[src/spi_port_cfg.svh]
`ifndef SPI_PORT_CFG_SVH
`define SPI_PORT_CFG_SVH

// Register addresses on the plain register port.
`define ADDR_STATUS 2'h0
`define ADDR_CONTROL 2'h1
`define ADDR_DATA 2'h2
`define ADDR_IRQ 2'h3

// Status register fields.
`define STAT_SMP 7
`define STAT_CKE 6
`define STAT_STOP 4
`define STAT_BF 0

// Control register fields.
`define CTRL_WRITE_COLLISION_FLAG 7
`define CTRL_OVR 6
`define CTRL_EN 5
`define CTRL_CKP 4
`define CTRL_MODE_HI 3

// Interrupt flag register field.
`define IRQ_FLAG 0

// Reset values.
`define STATUS_RST 8'h00
`define CONTROL_RST 8'h00
`define BUFFER_RST 8'h00

// Mode select codes.
`define MODE_DIV4 4'h0
`define MODE_DIV16 4'h1
`define MODE_DIV64 4'h2
`define MODE_TIMER_TWO_OUTPUT 4'h3
`define MODE_SLAVE_SS 4'h4
`define MODE_SLAVE_NOSS 4'h5

// Half serial clock periods in system clocks for each divider.
`define HALF_DIV4 6'h02
`define HALF_DIV16 6'h08
`define HALF_DIV64 6'h20

// Master sequencing: sixteen clock edges, then one closing step.
`define LAST_TICK 5'h10
`define LAST_EDGE 5'h0f
`define LAST_BIT 3'h7

`endif

[src/spi_port_pkg.sv]
package spi_port_pkg;

   // One register port request, as the software side presents it.
   typedef struct packed {
      logic [1:0] addr;
      logic [7:0] wdata;
      logic wr;
      logic rd;
   } reg_req_t;

   // Master transfer sequencer.
   typedef enum logic [1:0] {
      ST_IDLE = 2'b01,
      ST_RUN = 2'b10
   } xfer_state_t;

endpackage : spi_port_pkg

[src/spi_port.sv]
`include "spi_port_cfg.svh"
`timescale 1ns/10ps
`default_nettype none

module spi_port (
   // Clock and reset.
   input wire logic clock,
   input wire logic reset,
   // Register port.
   input wire spi_port_pkg::reg_req_t req,
   output logic [7:0] rdata,
   // Timer pulse, same clock domain.
   input wire logic timer_two_tick,
   // Serial pins.
   input wire logic sck_in,
   input wire logic sdi_in,
   input wire logic ss_n_in,
   output logic sck_out,
   output logic sck_oe,
   output logic sdo_out,
   output logic sdo_oe,
   output logic pins_owned
);
   import spi_port_pkg::*;

   logic smp_reg, smp_next, cke_reg, cke_next, bf_reg, bf_next;
   logic irq_reg, irq_next, sck_reg, sck_next, sdo_reg, sdo_next;
   logic sck_last_reg, sck_oe_reg, sdo_oe_reg, owned_reg;
   logic [7:0] control_reg, control_next, buffer_reg, buffer_next;
   logic [7:0] shift_reg, shift_next, rdata_reg, rdata_next;
   logic [5:0] div_reg, div_next;
   logic [4:0] tick_reg, tick_next;
   logic [2:0] bit_cnt_reg, bit_cnt_next;
   xfer_state_t state_reg, state_next;
   logic sck_s, sdi_s, ss_n_s;

   // Pins from the far side pass two flops before anything reads them.
   pin_sync #(
      .WIDTH(3)
   ) sync_u (
      .clock(clock),
      .reset(reset),
      .pins({sck_in, sdi_in, ss_n_in}),
      .synced({sck_s, sdi_s, ss_n_s})
   );

   // Configuration decode.
   wire enable = control_reg[`CTRL_EN];
   wire clock_idle_level = control_reg[`CTRL_CKP];
   wire [3:0] mode = control_reg[`CTRL_MODE_HI:0];
   wire is_master = enable && (mode[3:2] == 2'b00);
   wire is_slave = enable && (mode == `MODE_SLAVE_SS || mode == `MODE_SLAVE_NOSS);
   wire ss_ctrl = (mode == `MODE_SLAVE_SS);
   wire ss_block = is_slave && ss_ctrl && ss_n_s;
   wire s_live = is_slave && !ss_block;

   // Master bit clock: divider half periods, or one edge per timer pulse.
   wire [5:0] half_len = (mode == `MODE_DIV4) ? `HALF_DIV4 :
                         (mode == `MODE_DIV16) ? `HALF_DIV16 : `HALF_DIV64;
   wire running = (state_reg == ST_RUN);
   wire tmr_mode = (mode == `MODE_TIMER_TWO_OUTPUT);
   wire half_tick = running && (tmr_mode ? timer_two_tick :
                                (div_reg == half_len - 6'h01));

   // Master sample and change points along the sixteen clock edges.
   // Even steps are leading edges, odd steps trailing; step sixteen closes the byte.
   wire [4:0] t = tick_reg;
   wire m_sample = half_tick && (cke_reg ?
                   (smp_reg ? t[0] : (!t[0] && t != `LAST_TICK)) :
                   (smp_reg ? (!t[0] && t != 5'h00) : t[0]));
   wire m_change = half_tick && (cke_reg ? (t[0] && t != `LAST_EDGE) :
                                 (!t[0] && t != `LAST_TICK));
   wire m_done = half_tick && (t == `LAST_TICK);

   // Slave edges seen on the synchronised clock, relative to the idle level.
   wire sck_moved = (sck_s != sck_last_reg);
   wire lead = sck_moved && (sck_s != clock_idle_level);
   wire trail = sck_moved && (sck_s == clock_idle_level);
   wire s_sample = s_live && (cke_reg ? lead : trail);
   wire s_change = s_live && (cke_reg ? trail : lead);
   wire s_done = s_sample && (bit_cnt_reg == `LAST_BIT);

   // Shared shift path for both roles.
   wire sample_now = m_sample || s_sample;
   wire change_now = m_change || s_change;
   wire [7:0] shifted = {shift_reg[6:0], sdi_s};
   wire [7:0] rx_byte = sample_now ? shifted : shift_reg;
   wire busy = running || (is_slave && bit_cnt_reg != 3'h0);
   wire xfer_done = m_done || s_done;
   wire overflow = s_done && bf_reg;
   wire load_rx = xfer_done && !overflow;

   // Register port decode.
   wire wr_status = req.wr && (req.addr == `ADDR_STATUS);
   wire wr_control = req.wr && (req.addr == `ADDR_CONTROL);
   wire wr_irq = req.wr && (req.addr == `ADDR_IRQ);
   wire buf_write = req.wr && (req.addr == `ADDR_DATA);
   wire buf_read = req.rd && (req.addr == `ADDR_DATA);
   wire write_ok = buf_write && !busy;
   wire collision = buf_write && busy;

   // Status read view: only the two phase bits and buffer full are live.
   // The stop bit has no source in this mode, so it reads zero and is
   // therefore also clear whenever the port is disabled.
   wire [7:0] status_view = {smp_reg, cke_reg, 1'b0, 1'b0,
                             3'b000, bf_reg};

   // Read mux; the shift register itself has no address.
   always_comb begin
      if (!req.rd) begin
         rdata_next = 8'h00;
      end else if (req.addr == `ADDR_STATUS) begin
         rdata_next = status_view;
      end else if (req.addr == `ADDR_CONTROL) begin
         rdata_next = control_reg;
      end else if (req.addr == `ADDR_DATA) begin
         rdata_next = buffer_reg;
      end else begin
         rdata_next = {7'h00, irq_reg};
      end
   end

   // Software field updates; a hardware set in the same cycle wins the clear.
   always_comb begin
      smp_next = wr_status ? req.wdata[`STAT_SMP] : smp_reg;
      cke_next = wr_status ? req.wdata[`STAT_CKE] : cke_reg;
      bf_next = load_rx ? 1'b1 : (buf_read ? 1'b0 : bf_reg);
      irq_next = xfer_done ? 1'b1 : ((wr_irq && !req.wdata[`IRQ_FLAG]) ? 1'b0 : irq_reg);
      control_next = wr_control ? req.wdata : control_reg;
      if (collision) begin
         control_next[`CTRL_WRITE_COLLISION_FLAG] = 1'b1;
      end
      if (overflow) begin
         control_next[`CTRL_OVR] = 1'b1;
      end
   end

   // Data path: one write fills both buffer and shift register.
   always_comb begin
      buffer_next = load_rx ? rx_byte : buffer_reg;
      shift_next = shift_reg;
      sdo_next = sdo_reg;
      if (write_ok) begin
         buffer_next = req.wdata;
         shift_next = req.wdata;
         sdo_next = req.wdata[7];
      end else begin
         if (sample_now) begin
            shift_next = shifted;
         end
         if (change_now) begin
            sdo_next = sample_now ? shift_reg[6] : shift_reg[7];
         end
      end
   end

   // Master sequencer and clock generator.
   always_comb begin
      state_next = state_reg;
      tick_next = 5'h00;
      div_next = 6'h00;
      sck_next = clock_idle_level;
      case (state_reg)
         ST_IDLE: begin
            if (write_ok && is_master) begin
               state_next = ST_RUN;
            end
         end
         ST_RUN: begin
            sck_next = sck_reg;
            tick_next = half_tick ? tick_reg + 5'h01 : tick_reg;
            div_next = (half_tick || tmr_mode) ? 6'h00 : div_reg + 6'h01;
            if (half_tick && t != `LAST_TICK) begin
               sck_next = ~sck_reg;
            end
            if (m_done || !is_master) begin
               state_next = ST_IDLE;
            end
         end
         default: begin
            state_next = ST_IDLE;
         end
      endcase
   end

   // Slave bit counter; a raised select in MODE_SLAVE_SS, or disable, forces it back to zero.
   always_comb begin
      bit_cnt_next = bit_cnt_reg;
      if (!s_live) begin
         bit_cnt_next = 3'h0;
      end else if (s_sample) begin
         bit_cnt_next = bit_cnt_reg + 3'h1;
      end
   end

   // Configuration and flag registers.
   always_ff @(posedge clock) begin
      if (reset) begin
         smp_reg <= 1'(`STATUS_RST >> `STAT_SMP);
         cke_reg <= 1'b0;
         bf_reg <= 1'b0;
         irq_reg <= 1'b0;
         control_reg <= `CONTROL_RST;
      end else begin
         smp_reg <= smp_next;
         cke_reg <= cke_next;
         bf_reg <= bf_next;
         irq_reg <= irq_next;
         control_reg <= control_next;
      end
   end

   // Data and sequencing registers.
   always_ff @(posedge clock) begin
      if (reset) begin
         buffer_reg <= `BUFFER_RST;
         shift_reg <= `BUFFER_RST;
         state_reg <= ST_IDLE;
         tick_reg <= 5'h00;
         div_reg <= 6'h00;
         bit_cnt_reg <= 3'h0;
         sck_last_reg <= 1'b0;
      end else begin
         buffer_reg <= buffer_next;
         shift_reg <= shift_next;
         state_reg <= state_next;
         tick_reg <= tick_next;
         div_reg <= div_next;
         bit_cnt_reg <= bit_cnt_next;
         sck_last_reg <= sck_s;
      end
   end

   // Pin drivers are registered so every output comes from a flop.
   // Output enables drop while disabled, returning the pins to general use.
   always_ff @(posedge clock) begin
      if (reset) begin
         sck_reg <= 1'b0;
         sdo_reg <= 1'b0;
         sck_oe_reg <= 1'b0;
         sdo_oe_reg <= 1'b0;
         owned_reg <= 1'b0;
         rdata_reg <= 8'h00;
      end else begin
         sck_reg <= sck_next;
         sdo_reg <= sdo_next;
         sck_oe_reg <= is_master;
         sdo_oe_reg <= is_master || s_live;
         owned_reg <= enable;
         rdata_reg <= rdata_next;
      end
   end

   assign rdata = rdata_reg;
   assign sck_out = sck_reg;
   assign sck_oe = sck_oe_reg;
   assign sdo_out = sdo_reg;
   assign sdo_oe = sdo_oe_reg;
   assign pins_owned = owned_reg;

   // Helper for checking: clock toggles within the current master transfer.
   logic [4:0] edges_reg;
   always_ff @(posedge clock) begin
      if (reset || state_reg == ST_IDLE) begin
         edges_reg <= 5'h00;
      end else if (sck_next != sck_reg) begin
         edges_reg <= edges_reg + 5'h01;
      end
   end
endmodule : spi_port

`default_nettype wire

[src/pin_sync.sv]
`timescale 1ns/10ps
`default_nettype none

// Two-flop synchroniser for pins that arrive from outside the clock domain.
module pin_sync #(
   parameter int WIDTH = 3
) (
   // Clock and reset.
   input wire logic clock,
   input wire logic reset,
   // Pin side and synchronised side.
   input wire logic [WIDTH-1:0] pins,
   output logic [WIDTH-1:0] synced
);

   logic [WIDTH-1:0] meta_reg;

   // Only the second stage reads the first, to keep metastability contained.
   always_ff @(posedge clock) begin
      if (reset) begin
         meta_reg <= '0;
         synced <= '0;
      end else begin
         meta_reg <= pins;
         synced <= meta_reg;
      end
   end

endmodule : pin_sync

`default_nettype wire

[config.mk]
export PLATFORM = sky130hd
export DESIGN_NAME = spi_port
export DESIGN_NICKNAME = d
export VERILOG_FILES = /design/src/spi_port_pkg.sv /design/src/spi_port.sv /design/src/pin_sync.sv
export VERILOG_INCLUDE_DIRS = /design/src
export SDC_FILE = /design/constraint.sdc
export NUM_CORES = 1
export LEC_CHECK = 0
export BUFFER_PORTS_ARGS = -buffer_cell sky130_fd_sc_hd__buf_4
export CORE_ASPECT_RATIO = 1.5
export CORE_UTILIZATION = 32
export CTS_CLUSTER_DIAMETER = 120
export CTS_CLUSTER_SIZE = 16
export DETAILED_ROUTE_END_ITERATION = 16
export PLACE_DENSITY = 0.45
export SYNTH_ARGS = -nofsm -noshare
export SYNTH_HDL_FRONTEND = slang
export SYNTH_SLANG_ARGS = --single-unit
export TNS_END_PERCENT = 10
[constraint.sdc]
create_clock -name clock -period 5.9 [get_ports clock]
set_input_delay 0.59 -clock clock [delete_from_list [all_inputs] [get_ports clock]]
set_output_delay 0.59 -clock clock [all_outputs]
set_load 0.02 [all_outputs]
* Yosys cells after proc, flatten, opt, wreduce, memory -nomap -nowiden
Cells that the tools add are included.
W data, S select, Z words.
** Storage, ports and cells
- Input port bits :: 18
- Logic and storage cells :: 143
- Register bits after elaboration :: 64
- Output and inout port bits :: 13
** Cells by class
- Bitwise logic cells :: 4
- Reduce and logical (&&, ||, !) cells :: 61
- Muxes and demuxes :: 31
- Eq/ne operators :: 20
- Add/sub/neg operators :: 4
** Operator list (number)
- $mux W8 :: 8
- $logic_and A1 B1 Y1 :: 30
- $mux W1 :: 18
- $mux W6 :: 2
- $reduce_bool A2 Y1 :: 6
- $eq A4 B3 Y1 const B :: 2
- $logic_or A1 B1 Y1 :: 8
- $add A6 B1 Y6 const B :: 1
- $eq A2 B2 Y1 const B :: 3
- $eq A6 B6 Y1 :: 1
- $logic_not A1 Y1 :: 6
- $reduce_or A2 Y1 :: 3
- $reduce_or A3 Y1 :: 2
- $sub A6 B1 Y6 const B :: 1
- $add A5 B1 Y5 const B :: 1
- $eq A5 B5 Y1 const B :: 1
- $ne A5 B4 Y1 const B :: 1
- $ne A5 B5 Y1 const B :: 1
- $reduce_bool A5 Y1 :: 1
- $eq A2 B1 Y1 const B :: 2
- $eq A4 B1 Y1 const B :: 1
- $eq A4 B2 Y1 const B :: 1
- $logic_not A2 Y1 :: 2
- $logic_not A4 Y1 :: 1
- other kinds (11) :: 17

* Depth between registers and ports, before layout
Gate-level depths: netlist (run 1).
- Word-level depth :: 14
- Depth in mapped cells :: 9
- Depth with buffers taken out :: 8

* Modules after synthesis
A second synthesis (run 1) with hierarchy kept.
** Unflattened totals
- Cells, all modules :: 325
- Area total of the unflattened synthesis :: 3044.2 um^2
** By module, submodules not included
- spi_port :: cells an instance 313, times used 1, seq. area each 1161.1 um^2, area an instance 2886.5 um^2
- pin_sync :: cells an instance 12, times used 1, seq. area each 120.1 um^2, area an instance 157.7 um^2

* Least setup slack after synthesis (run 1)
No wires, ideal clock.
- Path kind :: input -> register
- Start :: in req[10] (netlist name)
- End :: reg buffer_reg[0]
- Setup time :: 120 ps
- Setup slack :: 3664 ps
- Arrival time :: 2116 ps
- Cell stages on the path :: 7
- Buffers on the path :: 2
- Data required time :: 5780 ps
- Cells stage by stage :: clkbuf_1 and3b_1 nor2b_1 clkbuf_2 a311oi_4 or3_4 o21ai_2
** On the way
- Longest elaborated chain between the ends :: 4
- Elaborated cells on any way between the ends :: 5
- Those cells by class :: eq/ne: 1; mux: 1; reduce/logical: 3
** Ends and longest elaborated chain
- start, declared :: RTL line spi_port.sv:10 : input wire spi_port_pkg::reg_req_t req,
- $eq A2 B2 Y1 (no line) *
- $logic_and A1 B1 Y1 * :: RTL line spi_port.sv:97 : wire buf_write = req.wr && (req.addr == `ADDR_DATA);
- $logic_and A1 B1 Y1 * :: RTL line spi_port.sv:99 : wire write_ok = buf_write && !busy;
- $mux W8 / $reduce_bool A2 Y1 (equally long branches)
- end signal, assigned :: RTL line spi_port.sv:216 : buffer_reg <= `BUFFER_RST;
- end signal, assigned :: RTL line spi_port.sv:224 : buffer_reg <= buffer_next;
- end, declared :: RTL line spi_port.sv:29 : logic [7:0] control_reg, control_next, buffer_reg, buffer_next;
Mark *: on every way between the ends. The rest lies on a longest branch, timed or not.
A chain may end at the register's enable or synchronous reset.

* Worst setup path after layout (run 1)
- Start :: reg control_reg[3]
- End :: reg buffer_reg[7]
** On the way
- Longest elaborated chain between the ends :: 13
- Elaborated cells on any way between the ends :: 34
- Those cells by class :: add/sub: 1; eq/ne: 5; mux: 6; reduce/logical: 22
** Ends and longest elaborated chain
- start, declared :: RTL line spi_port.sv:29
- start signal, assigned :: RTL line spi_port.sv:203 : control_reg <= `CONTROL_RST;
- start signal, assigned :: RTL line spi_port.sv:209 : control_reg <= control_next;
- branches (longest 13 deep; another with $sub A6 B1 Y6)
Several ways; the timed one is not identified. The select of a mux whose other input is x is not followed.

==> results.cfg, run 1 <==
[cells_and_area]
layout-drive-gt1-share_pct = 19.6
fillers = 915
nets = 372
antennaDiodeCount = 0
area_growth_pct = 22.2

[critical_path]
critPathBufInv = 0
crit_family = compound AO/OA/AOI/OAI gates
worstSetupPathType = register to register
cp-start-kind = register
arrival_ns = 2.75
cp_max_fo = 8
path_cells = and4bb_4, nand3b_4, o31ai_4, a21o_1, a211oi_2, o41ai_1
setup.worst_path.start = control_reg[3]$_SDFFE_PP0P_
rr_startpoint = control_reg[3]$_SDFFE_PP0P_
cp-end-kind = register
cp_slowest_cell = a21o_1
required_ns = 6.12
cp_slowest_stage_delay_ns = 0.48

[floorplanning]
die-area_sq_um = 9540
fp.coreArea_sq_um = 8830
start_util_pct = 33.1
ios = 31
rows = 42
die_y_microns = 119
die_w_microns = 80.1

[synth]
synthFlopType = dfxtp_1
synth.most_common_cell = dfxtp_1
avgSynthCellArea_sq_um = 9.29
synth_edf_count = 0
ys_async_sr_fraction_pct = 0
ys_ff_latch = 64
yosysTopAreaCellShare_pct = 43.8
post_synth_most_frequent_cells = dfxtp_1 (64), nor2_1 (34), a21oi_1 (25), nand2_1 (19)
synth_cell_types = 55
synth.area.top_cells = dfxtp_1 (44%), mux2i_1 (5.5%), nor2_1 (4.4%), a21oi_1 (4.3%), nor2b_1 (3.4%)
synth_cells = 315
synth_area_sq_um = 2930
ys_seq_area_share_pct = 43.8
ys_warn_count = 0
syn_nets = 340
synth_top_cell_by_area = dfxtp_1

[routing]
drc = 0
dr.pass1.iters = 4
wl_per_cell_microns = 16.2
routed_via_density = 5.00
drt_iter0_drc = 81
dr_total_vias = 2309
drt-total-wl_microns = 7490
antenna_left = 0

[sta]
finalCritPeriodShare_pct = 42.9
rsz0062_at_grt = no
worst_slew_pin_slew_ns = 0.780
period_needed_ns = 2.53
slew_viol_final = 0
finalSetupViolCount = 0
fmax_mhz = 396
maxSlewHeadroom_pct = 47.9
skew_ns = 0.00379
hold_viol = 0
whs_ns = 0.434
fin_tns_setup_ns = 0

[clock_network]
cts_buffers = 9
clkTransAtPathRegs_ns = 0.05
cts_setup_buffers = 0
cts_resized = 0
cts_tree = built
htreeDepth = 3
cts.sinks = 64
clockBufferDepth = 2
root_buffer = clkbuf_16
worstSkewPairLatency_ns = 0.33
postCtsHoldBufs = 0

[grt]
grt_max_degree = 29
track_usage_pct = 16.8
grt_pass1_wl_microns = 11700
grt_overflow = 0
antenna_found_initial = 0
grt_pass1_vias = 2272

[worst_hold_path]
min_path_type = register to register
hp-start = sync_u.meta_reg[1]$_SDFF_PP0_

[power_and_ir_drop]
peakVddDrop_mv = 0.150
leakagePower_nw = 1.44
power.density_nw_per_um2 = 300
finalPower_mw = 1.07

[placement]
portBuffers = 30
gp_congestion = 0.775
place_hpwl_microns = 5580

[flow_run]
max-cap-violations = 0

[run_status]
outcome = finished, final reports clean
where the power goes:
group / internal [mW] / total [mW] / switching [mW]
sequential: 0.443 / 0.452 / 0.00869
clock: 0.372 / 0.561 / 0.189
combinational: 0.0253 / 0.0609 / 0.0356
total: 0.841 / 1.07 / 0.233
worst paths after layout:
kind / endpoint / slack (ns) / depth (start not counted)
min reg2reg: sync_u.synced[1]$_SDFF_PP0_ / 0.43 / 1
max reg2reg: buffer_reg[7]$_SDFFE_PP0P_ / 3.37 / 6
max: buffer_reg[7]$_SDFFE_PP0P_ / 3.37 / 6
min: sync_u.synced[1]$_SDFF_PP0_ / 0.43 / 1
stage by stage:
| stage | worst slack [ns] | util [%] | instances | cell area, sq um |
|---|---|---|---|---|
| detailed placement | 3.37 | 36.9 | 446 | 3260 |
| CTS | 3.36 | 40.5 | 462 | 3580 |
| global placement | 3.39 | 36.9 | 446 | 3260 |
| global route | 3.10 | 40.5 | 462 | 3580 |
| finish | 3.37 | 40.5 | 462 | 3580 |
| floorplan | 3.66 | - | 315 | 2930 |
cells in the final DEF, fill, tap and decap left out, types with 3 or more instances in the layout:
cell type,count
a21oi_1,25
a22oi_1,6
a31oi_1,8
and3_1,10
buf_4,33
clkbuf_16,9
clkbuf_8,4
dfxtp_1,64
ha_1,7
inv_1,11
mux2i_1,16
nand2_1,19
nand2b_1,4
nand3_1,13
nor2_1,34
nor2b_1,16
o21ai_0,15
o21ai_2,7
xnor2_1,3
xor2_1,7
metal layers:
layer  routed length, microns  share of wire, %  GRT usage [%]
met3                      259               3.5           4.52
met4                      198               2.6           7.59
met1                     3110                41           18.0
met5                        0                 0              0
met2                     3930                52           29.9
cell families after synthesis:
logic type,count (synthesis),share of synthesized area [%]
buffers and inverters,23,3.25
flip-flops,64,43.8
XOR/XNOR,11,3.55
AO/OA/AOI/OAI,79,18.6
multiplexers,18,6.63
adder cells (fa/ha/maj),7,2.99
AND/OR/NAND/NOR,113,21.2
area by class of cell:
class	count	area [sq um]	share of cell area, %
Clock buffer	14	284	7.94
Multi-Input combinational cell	228	1550	43.3
Sequential cell	64	1280	35.8
Timing Repair Buffer	33	248	6.93
Tap cell	110	138	3.85
Clock inverter	2	35.0	0.980
Inverter	11	41.3	1.15
Note: power is estimated with default switching activity, not from simulation.
==> run 2, diff against run 1 <==
==> constraint.sdc (replaced) <==
create_clock -name clock -period 2.4 [get_ports clock]
set_input_delay 0.24 -clock clock [delete_from_list [all_inputs] [get_ports clock]]
set_output_delay 0.24 -clock clock [all_outputs]
set_load 0.02 [all_outputs]
==> run 2 against run 1 <==
Compared with the run above:
- final cell count is 2.8% higher
- via count is 4.3% higher
- utilization is 0.55 points higher
- count of clock-buffer cells in the layout is 1 lower
- largest power group unchanged
==> results.cfg, run 2 (synthesized netlist as in run 1, its figures left out) <==
[cells_and_area]
fillers = 904
area_growth_pct = 23.9
final_cell_mix = dfxtp_1 (64), buf_4 (48), nor2_1 (34)
multi_input_area_sq_um = 1550
antennaDiodeCount = 0
layout-drive-gt1-share_pct = 21.9
seq_area_sq_um = 1280
final_common_cell = dfxtp_1
nets = 387

[grt]
grt_overflow = 0
grt_pass1_wl_microns = 12400
track_usage_pct = 17.8
grt_pass1_vias = 2377
grt_max_degree = 29
antenna_found_initial = 0

[sta]
hold_viol = 0
layout_setup_ws_ns = 0.227
fin_tns_setup_ns = 0
fmax_mhz = 460
period_needed_ns = 2.17
skew_ns = 0.00363
worst_slew_pin_slew_ns = 0.632
finalCritPeriodShare_pct = 90.5
finalSetupViolCount = 0
rsz0062_at_grt = no
slew_viol_final = 0
maxSlewHeadroom_pct = 57.8

[power_and_ir_drop]
seqPwrFrac_pct = 45.8
peakVddDrop_mv = 0.402
pwr-share-clk_pct = 47.5
combPwrFrac_pct = 6.7
power.density_nw_per_um2 = 668
switching_share_pct = 22.7
internal-power_mw = 1.87
switching_power_mw = 0.550
leakagePower_nw = 1.49

[clock_network]
cts_setup_buffers = 0
clockBufferDepth = 2
root_buffer = clkbuf_16
cts.sinks = 64
htreeDepth = 3
clkTransAtPathRegs_ns = 0.05
cts_tree = built
cts_buffers = 9
cts_resized = 0
worstSkewPairLatency_ns = 0.32
postCtsHoldBufs = 0

[worst_hold_path]
min_path_type = primary input to register
hp-start = sdi_in

[critical_path]
cp-end-kind = register
setup.worst_path.start = t[1]$_SDFFE_PP0P_
arrival_ns = 2.38
cp-start-kind = register
worstSetupPathType = register to register
path_cells = inv_1, ha_1, or3b_1, o311ai_1, a22oi_1, a21o_1, buf_4, mux2i_1, a21oi_1
cp_slowest_cell = or3b_1
cp_max_fo = 7
required_ns = 2.61
rr_startpoint = t[1]$_SDFFE_PP0P_
cp_slowest_stage_delay_ns = 0.39

[routing]
antenna_left = 0
wl_per_cell_microns = 16.3
drt-total-wl_microns = 7730
wl_met3_microns = 300
routed_via_density = 5.07
wirelength_met1_microns = 3080
dr.pass1.iters = 4
maxUsedRoutingLayer = met4
drt_iter0_drc = 96
dr_wl_met2_microns = 4160
drc = 0
dr_total_vias = 2408

[run_status]
outcome = finished, final reports clean

[floorplanning]
die_y_microns = 119
die_w_microns = 80.1
fp.coreArea_sq_um = 8830
die-area_sq_um = 9540
rows = 42
start_util_pct = 33.1
ios = 31

[placement]
gp_congestion = 0.797
place_hpwl_microns = 5800
portBuffers = 30
place_worst_setup_slack_ns = 0.182

[flow_run]
max-cap-violations = 0
[run 2: worst max-delay path: cells and delay by family (launching register included)]
family                   cells  cell delay (ns)
AO/OA/AOI/OAI                4             0.72
AND/OR/NAND/NOR              1             0.39
buffers and inverters        2             0.25
adder cells (fa/ha/maj)      1             0.14
multiplexers                 1             0.23
flip-flops                   1             0.32
[run 2: layer usage]
metal,vias to the layer above,global-route usage (%)
met5,-,0
met4,0,6.81
met3,8,4.75
met2,50,32.4
met1,1132,19.1
li1,1218,-
[run 2: cell type report]
cell class                 count  area share (%)
multi-input combinational    228            42.7
sequential                    64            35.3
timing repair buffer          48            9.94
clock buffer                  13            6.90
tap                          110            3.80
inverter                      11            1.14
clock inverter                 1           0.138
[run 2: final timing paths]
| check | cells after the start | end | slack, ns |
|---|---|---|---|
| max | 9 | shift_reg[3]$_SDFF_PP0_ | 0.23 |
| min | 2 | sync_u.meta_reg[1]$_SDFF_PP0_ | 0.13 |
| max reg2reg | 9 | shift_reg[3]$_SDFF_PP0_ | 0.23 |
| min reg2reg | 1 | sync_u.synced[1]$_SDFF_PP0_ | 0.43 |
[run 2: through the flow]
| step | hold WS, ns | util, % | power (mW) | instance area, sq um | cells |
|---|---|---|---|---|---|
| final | 0.127 | 41.1 | 2.42 | 3620 | 475 |
| after global placement | 0.417 | 38.2 | 1.29 | 3370 | 461 |
| after CTS | 0.124 | 41.1 | 2.46 | 3620 | 475 |
| after global routing | 0.127 | 41.1 | 2.52 | 3620 | 475 |
| after detailed placement | 0.429 | 38.2 | 1.29 | 3370 | 461 |
| after floorplan | 0.368 | - | 1.22 | 2930 | 315 |
[run 2: power by group through the flow]
| stage | Sequential [mW] | Combinational (mW) | Clock [mW] |
|---|---|---|---|
| global route | 1.11 | 0.177 | 1.23 |
| finish | 1.11 | 0.162 | 1.15 |
| floorplan | 1.13 | 0.0916 | 0 |
| global placement | 1.13 | 0.163 | 0 |
| CTS | 1.11 | 0.163 | 1.18 |
| detailed placement | 1.13 | 0.163 | 0 |
==> run 3, diff against run 2 <==
--- a/config.mk
+++ b/config.mk
@@ -9,10 +9,11 @@
 export BUFFER_PORTS_ARGS = -buffer_cell sky130_fd_sc_hd__buf_4
 export CORE_ASPECT_RATIO = 1.5
 export CORE_UTILIZATION = 32
+export CTS_BUF_LIST = sky130_fd_sc_hd__clkbuf_4 sky130_fd_sc_hd__clkbuf_8
 export CTS_CLUSTER_DIAMETER = 120
 export CTS_CLUSTER_SIZE = 16
 export DETAILED_ROUTE_END_ITERATION = 16
-export PLACE_DENSITY = 0.45
+export PLACE_DENSITY = 0.55
 export SYNTH_ARGS = -nofsm -noshare
 export SYNTH_HDL_FRONTEND = slang
 export SYNTH_SLANG_ARGS = --single-unit
==> run 3 against run 2 <==
Compared with the run above:
- non-clock buffer count decreased by 4
- final area decreased by 2.3%
- global-route usage fell by 1.3 points
- critical path depth is 1 lower
- first-iteration DRC count grew 10%
- wire length fell by 6.8%
- die area is the same
- sequential share of layout area up 0.84 points
- sequential cell count stayed put
- via count decreased by 1.8%
- combinational power decreased by 2%
- largest cell class unchanged
- highest routed layer unchanged
==> results.cfg, run 3 (synthesized netlist as in run 1, its figures left out) <==
[grt]
antenna_found_initial = 0
grt_pass1_wl_microns = 11500
grt_overflow = 0
track_usage_pct = 16.6
grt_pass1_vias = 2335
grt_max_degree = 28

[cells_and_area]
final_common_cell = dfxtp_1
fillers = 894
final_cell_mix = dfxtp_1 (64), buf_4 (44), nor2_1 (34)
layout-drive-gt1-share_pct = 22.6
seq_area_sq_um = 1280
multi_input_area_sq_um = 1560
antennaDiodeCount = 0
nets = 383
area_growth_pct = 21.0
instances_no_fill = 473

[clock_network]
worstSkewPairLatency_ns = 0.35
clkTransAtPathRegs_ns = 0.07
cts_buffers = 9
cts.sinks = 64
clockBufferDepth = 2
cts_tree = built
postCtsHoldBufs = 0
cts_setup_buffers = 0
htreeDepth = 3
root_buffer = clkbuf_8
cts_resized = 0

[critical_path]
cp-start-kind = register
path_cells = inv_1, ha_1, or3b_1, o311ai_1, a22oi_1, a21o_2, a211oi_4, o32ai_1
cp_slowest_cell = or3b_1
cp_slowest_stage_delay_ns = 0.39
cp_max_fo = 8
arrival_ns = 2.43
required_ns = 2.62
r2r_slack_ns = 0.19
cp-end-kind = register
worstSetupPathType = register to register

[placement]
place_inst = 457
gp_congestion = 0.784
place_hpwl_microns = 5330
place_worst_setup_slack_ns = 0.0752
portBuffers = 30

[power_and_ir_drop]
leakagePower_nw = 1.43
finalPower_mw = 2.15
power.density_nw_per_um2 = 606
peakVddDrop_mv = 0.245

[routing]
dr_total_vias = 2365
drt_iter0_drc = 106
wl_per_cell_microns = 15.2
antenna_left = 0
drt-total-wl_microns = 7200
routed_via_density = 5.00
dr.pass1.iters = 4
drc = 0

[sta]
rsz0062_at_grt = no
whs_ns = 0.102
fmax_mhz = 453
skew_ns = 0.00726
fin_tns_setup_ns = 0
hold_viol = 0
period_needed_ns = 2.21
layout_setup_ws_ns = 0.190
slew_viol_final = 0
finalCritPeriodShare_pct = 92.1
finalSetupViolCount = 0
worst_slew_pin_slew_ns = 0.627
maxSlewHeadroom_pct = 57.9

[floorplanning]
start_util_pct = 33.1
fp.coreArea_sq_um = 8830
die_w_microns = 80.1
die-area_sq_um = 9540
die_y_microns = 119
rows = 42
ios = 31

[flow_run]
max-cap-violations = 0

[run_status]
outcome = finished, final reports clean

[worst_hold_path]
min_path_type = primary input to register
==> run 3: cell count changes in the layout (fill, tap and decap cells not counted), sizes merged <==
cell / before / now
clkinvlp: 0 / 3
clkbuf: 13 / 12
buf: 48 / 44
==> run 3: power by group <==
group	total, mW	switching, mW	leakage [nW]	internal [mW]
clock network	0.880	0.423	0.0906	0.457
logic	0.158	0.0889	0.820	0.0690
registers	1.11	0.0207	0.519	1.09
total	2.15	0.532	1.43	1.61
==> run 3: worst paths after layout <==
kind	depth (start not counted)	end	from
setup / recovery	8	sdo_out$_SDFFE_PP0P_	t[1]$_SDFFE_PP0P_
hold / removal	2	sync_u.meta_reg[1]$_SDFF_PP0_	sdi_in
setup reg to reg	8	sdo_out$_SDFFE_PP0P_	t[1]$_SDFFE_PP0P_
hold reg to reg	1	sync_u.synced[0]$_SDFF_PP0_	sync_u.meta_reg[0]$_SDFF_PP0_
==> run 3: metrics by stage <==
stage	cell area (sq um)	util (%)
floorplan	2930	-
global placement	3340	37.8
detailed placement	3340	37.8
CTS	3530	40.0
global route	3540	40.1
finish	3540	40.1
==> run 3: critical path, delay by kind of cell (launching register included) <==
family	cells	cell delay [ns]
buffers and inverters	1	0.07
AOI/OAI and AO/OA	5	1.14
and+or+nand+nor	1	0.39
DFF	1	0.33
adders and majority gates	1	0.15
==> run 3: layer usage <==
metal  vias up  track usage, %  routed length, microns
met2        57            28.2                    3800
li1       1204               -                       -
met1      1093            18.6                    2890
met4         0            9.15                     179
met3        11            3.98                     323
met5         -               0                       0
==> run 3: final cells by class <==
type / count / share of cell area, %
Sequential cell: 64 / 36.2
Multi-Input combinational cell: 228 / 44.0
Tap cell: 110 / 3.89
Inverter: 11 / 1.17
Timing Repair Buffer: 44 / 9.33
Clock inverter: 4 / 0.777
Clock buffer: 12 / 4.66
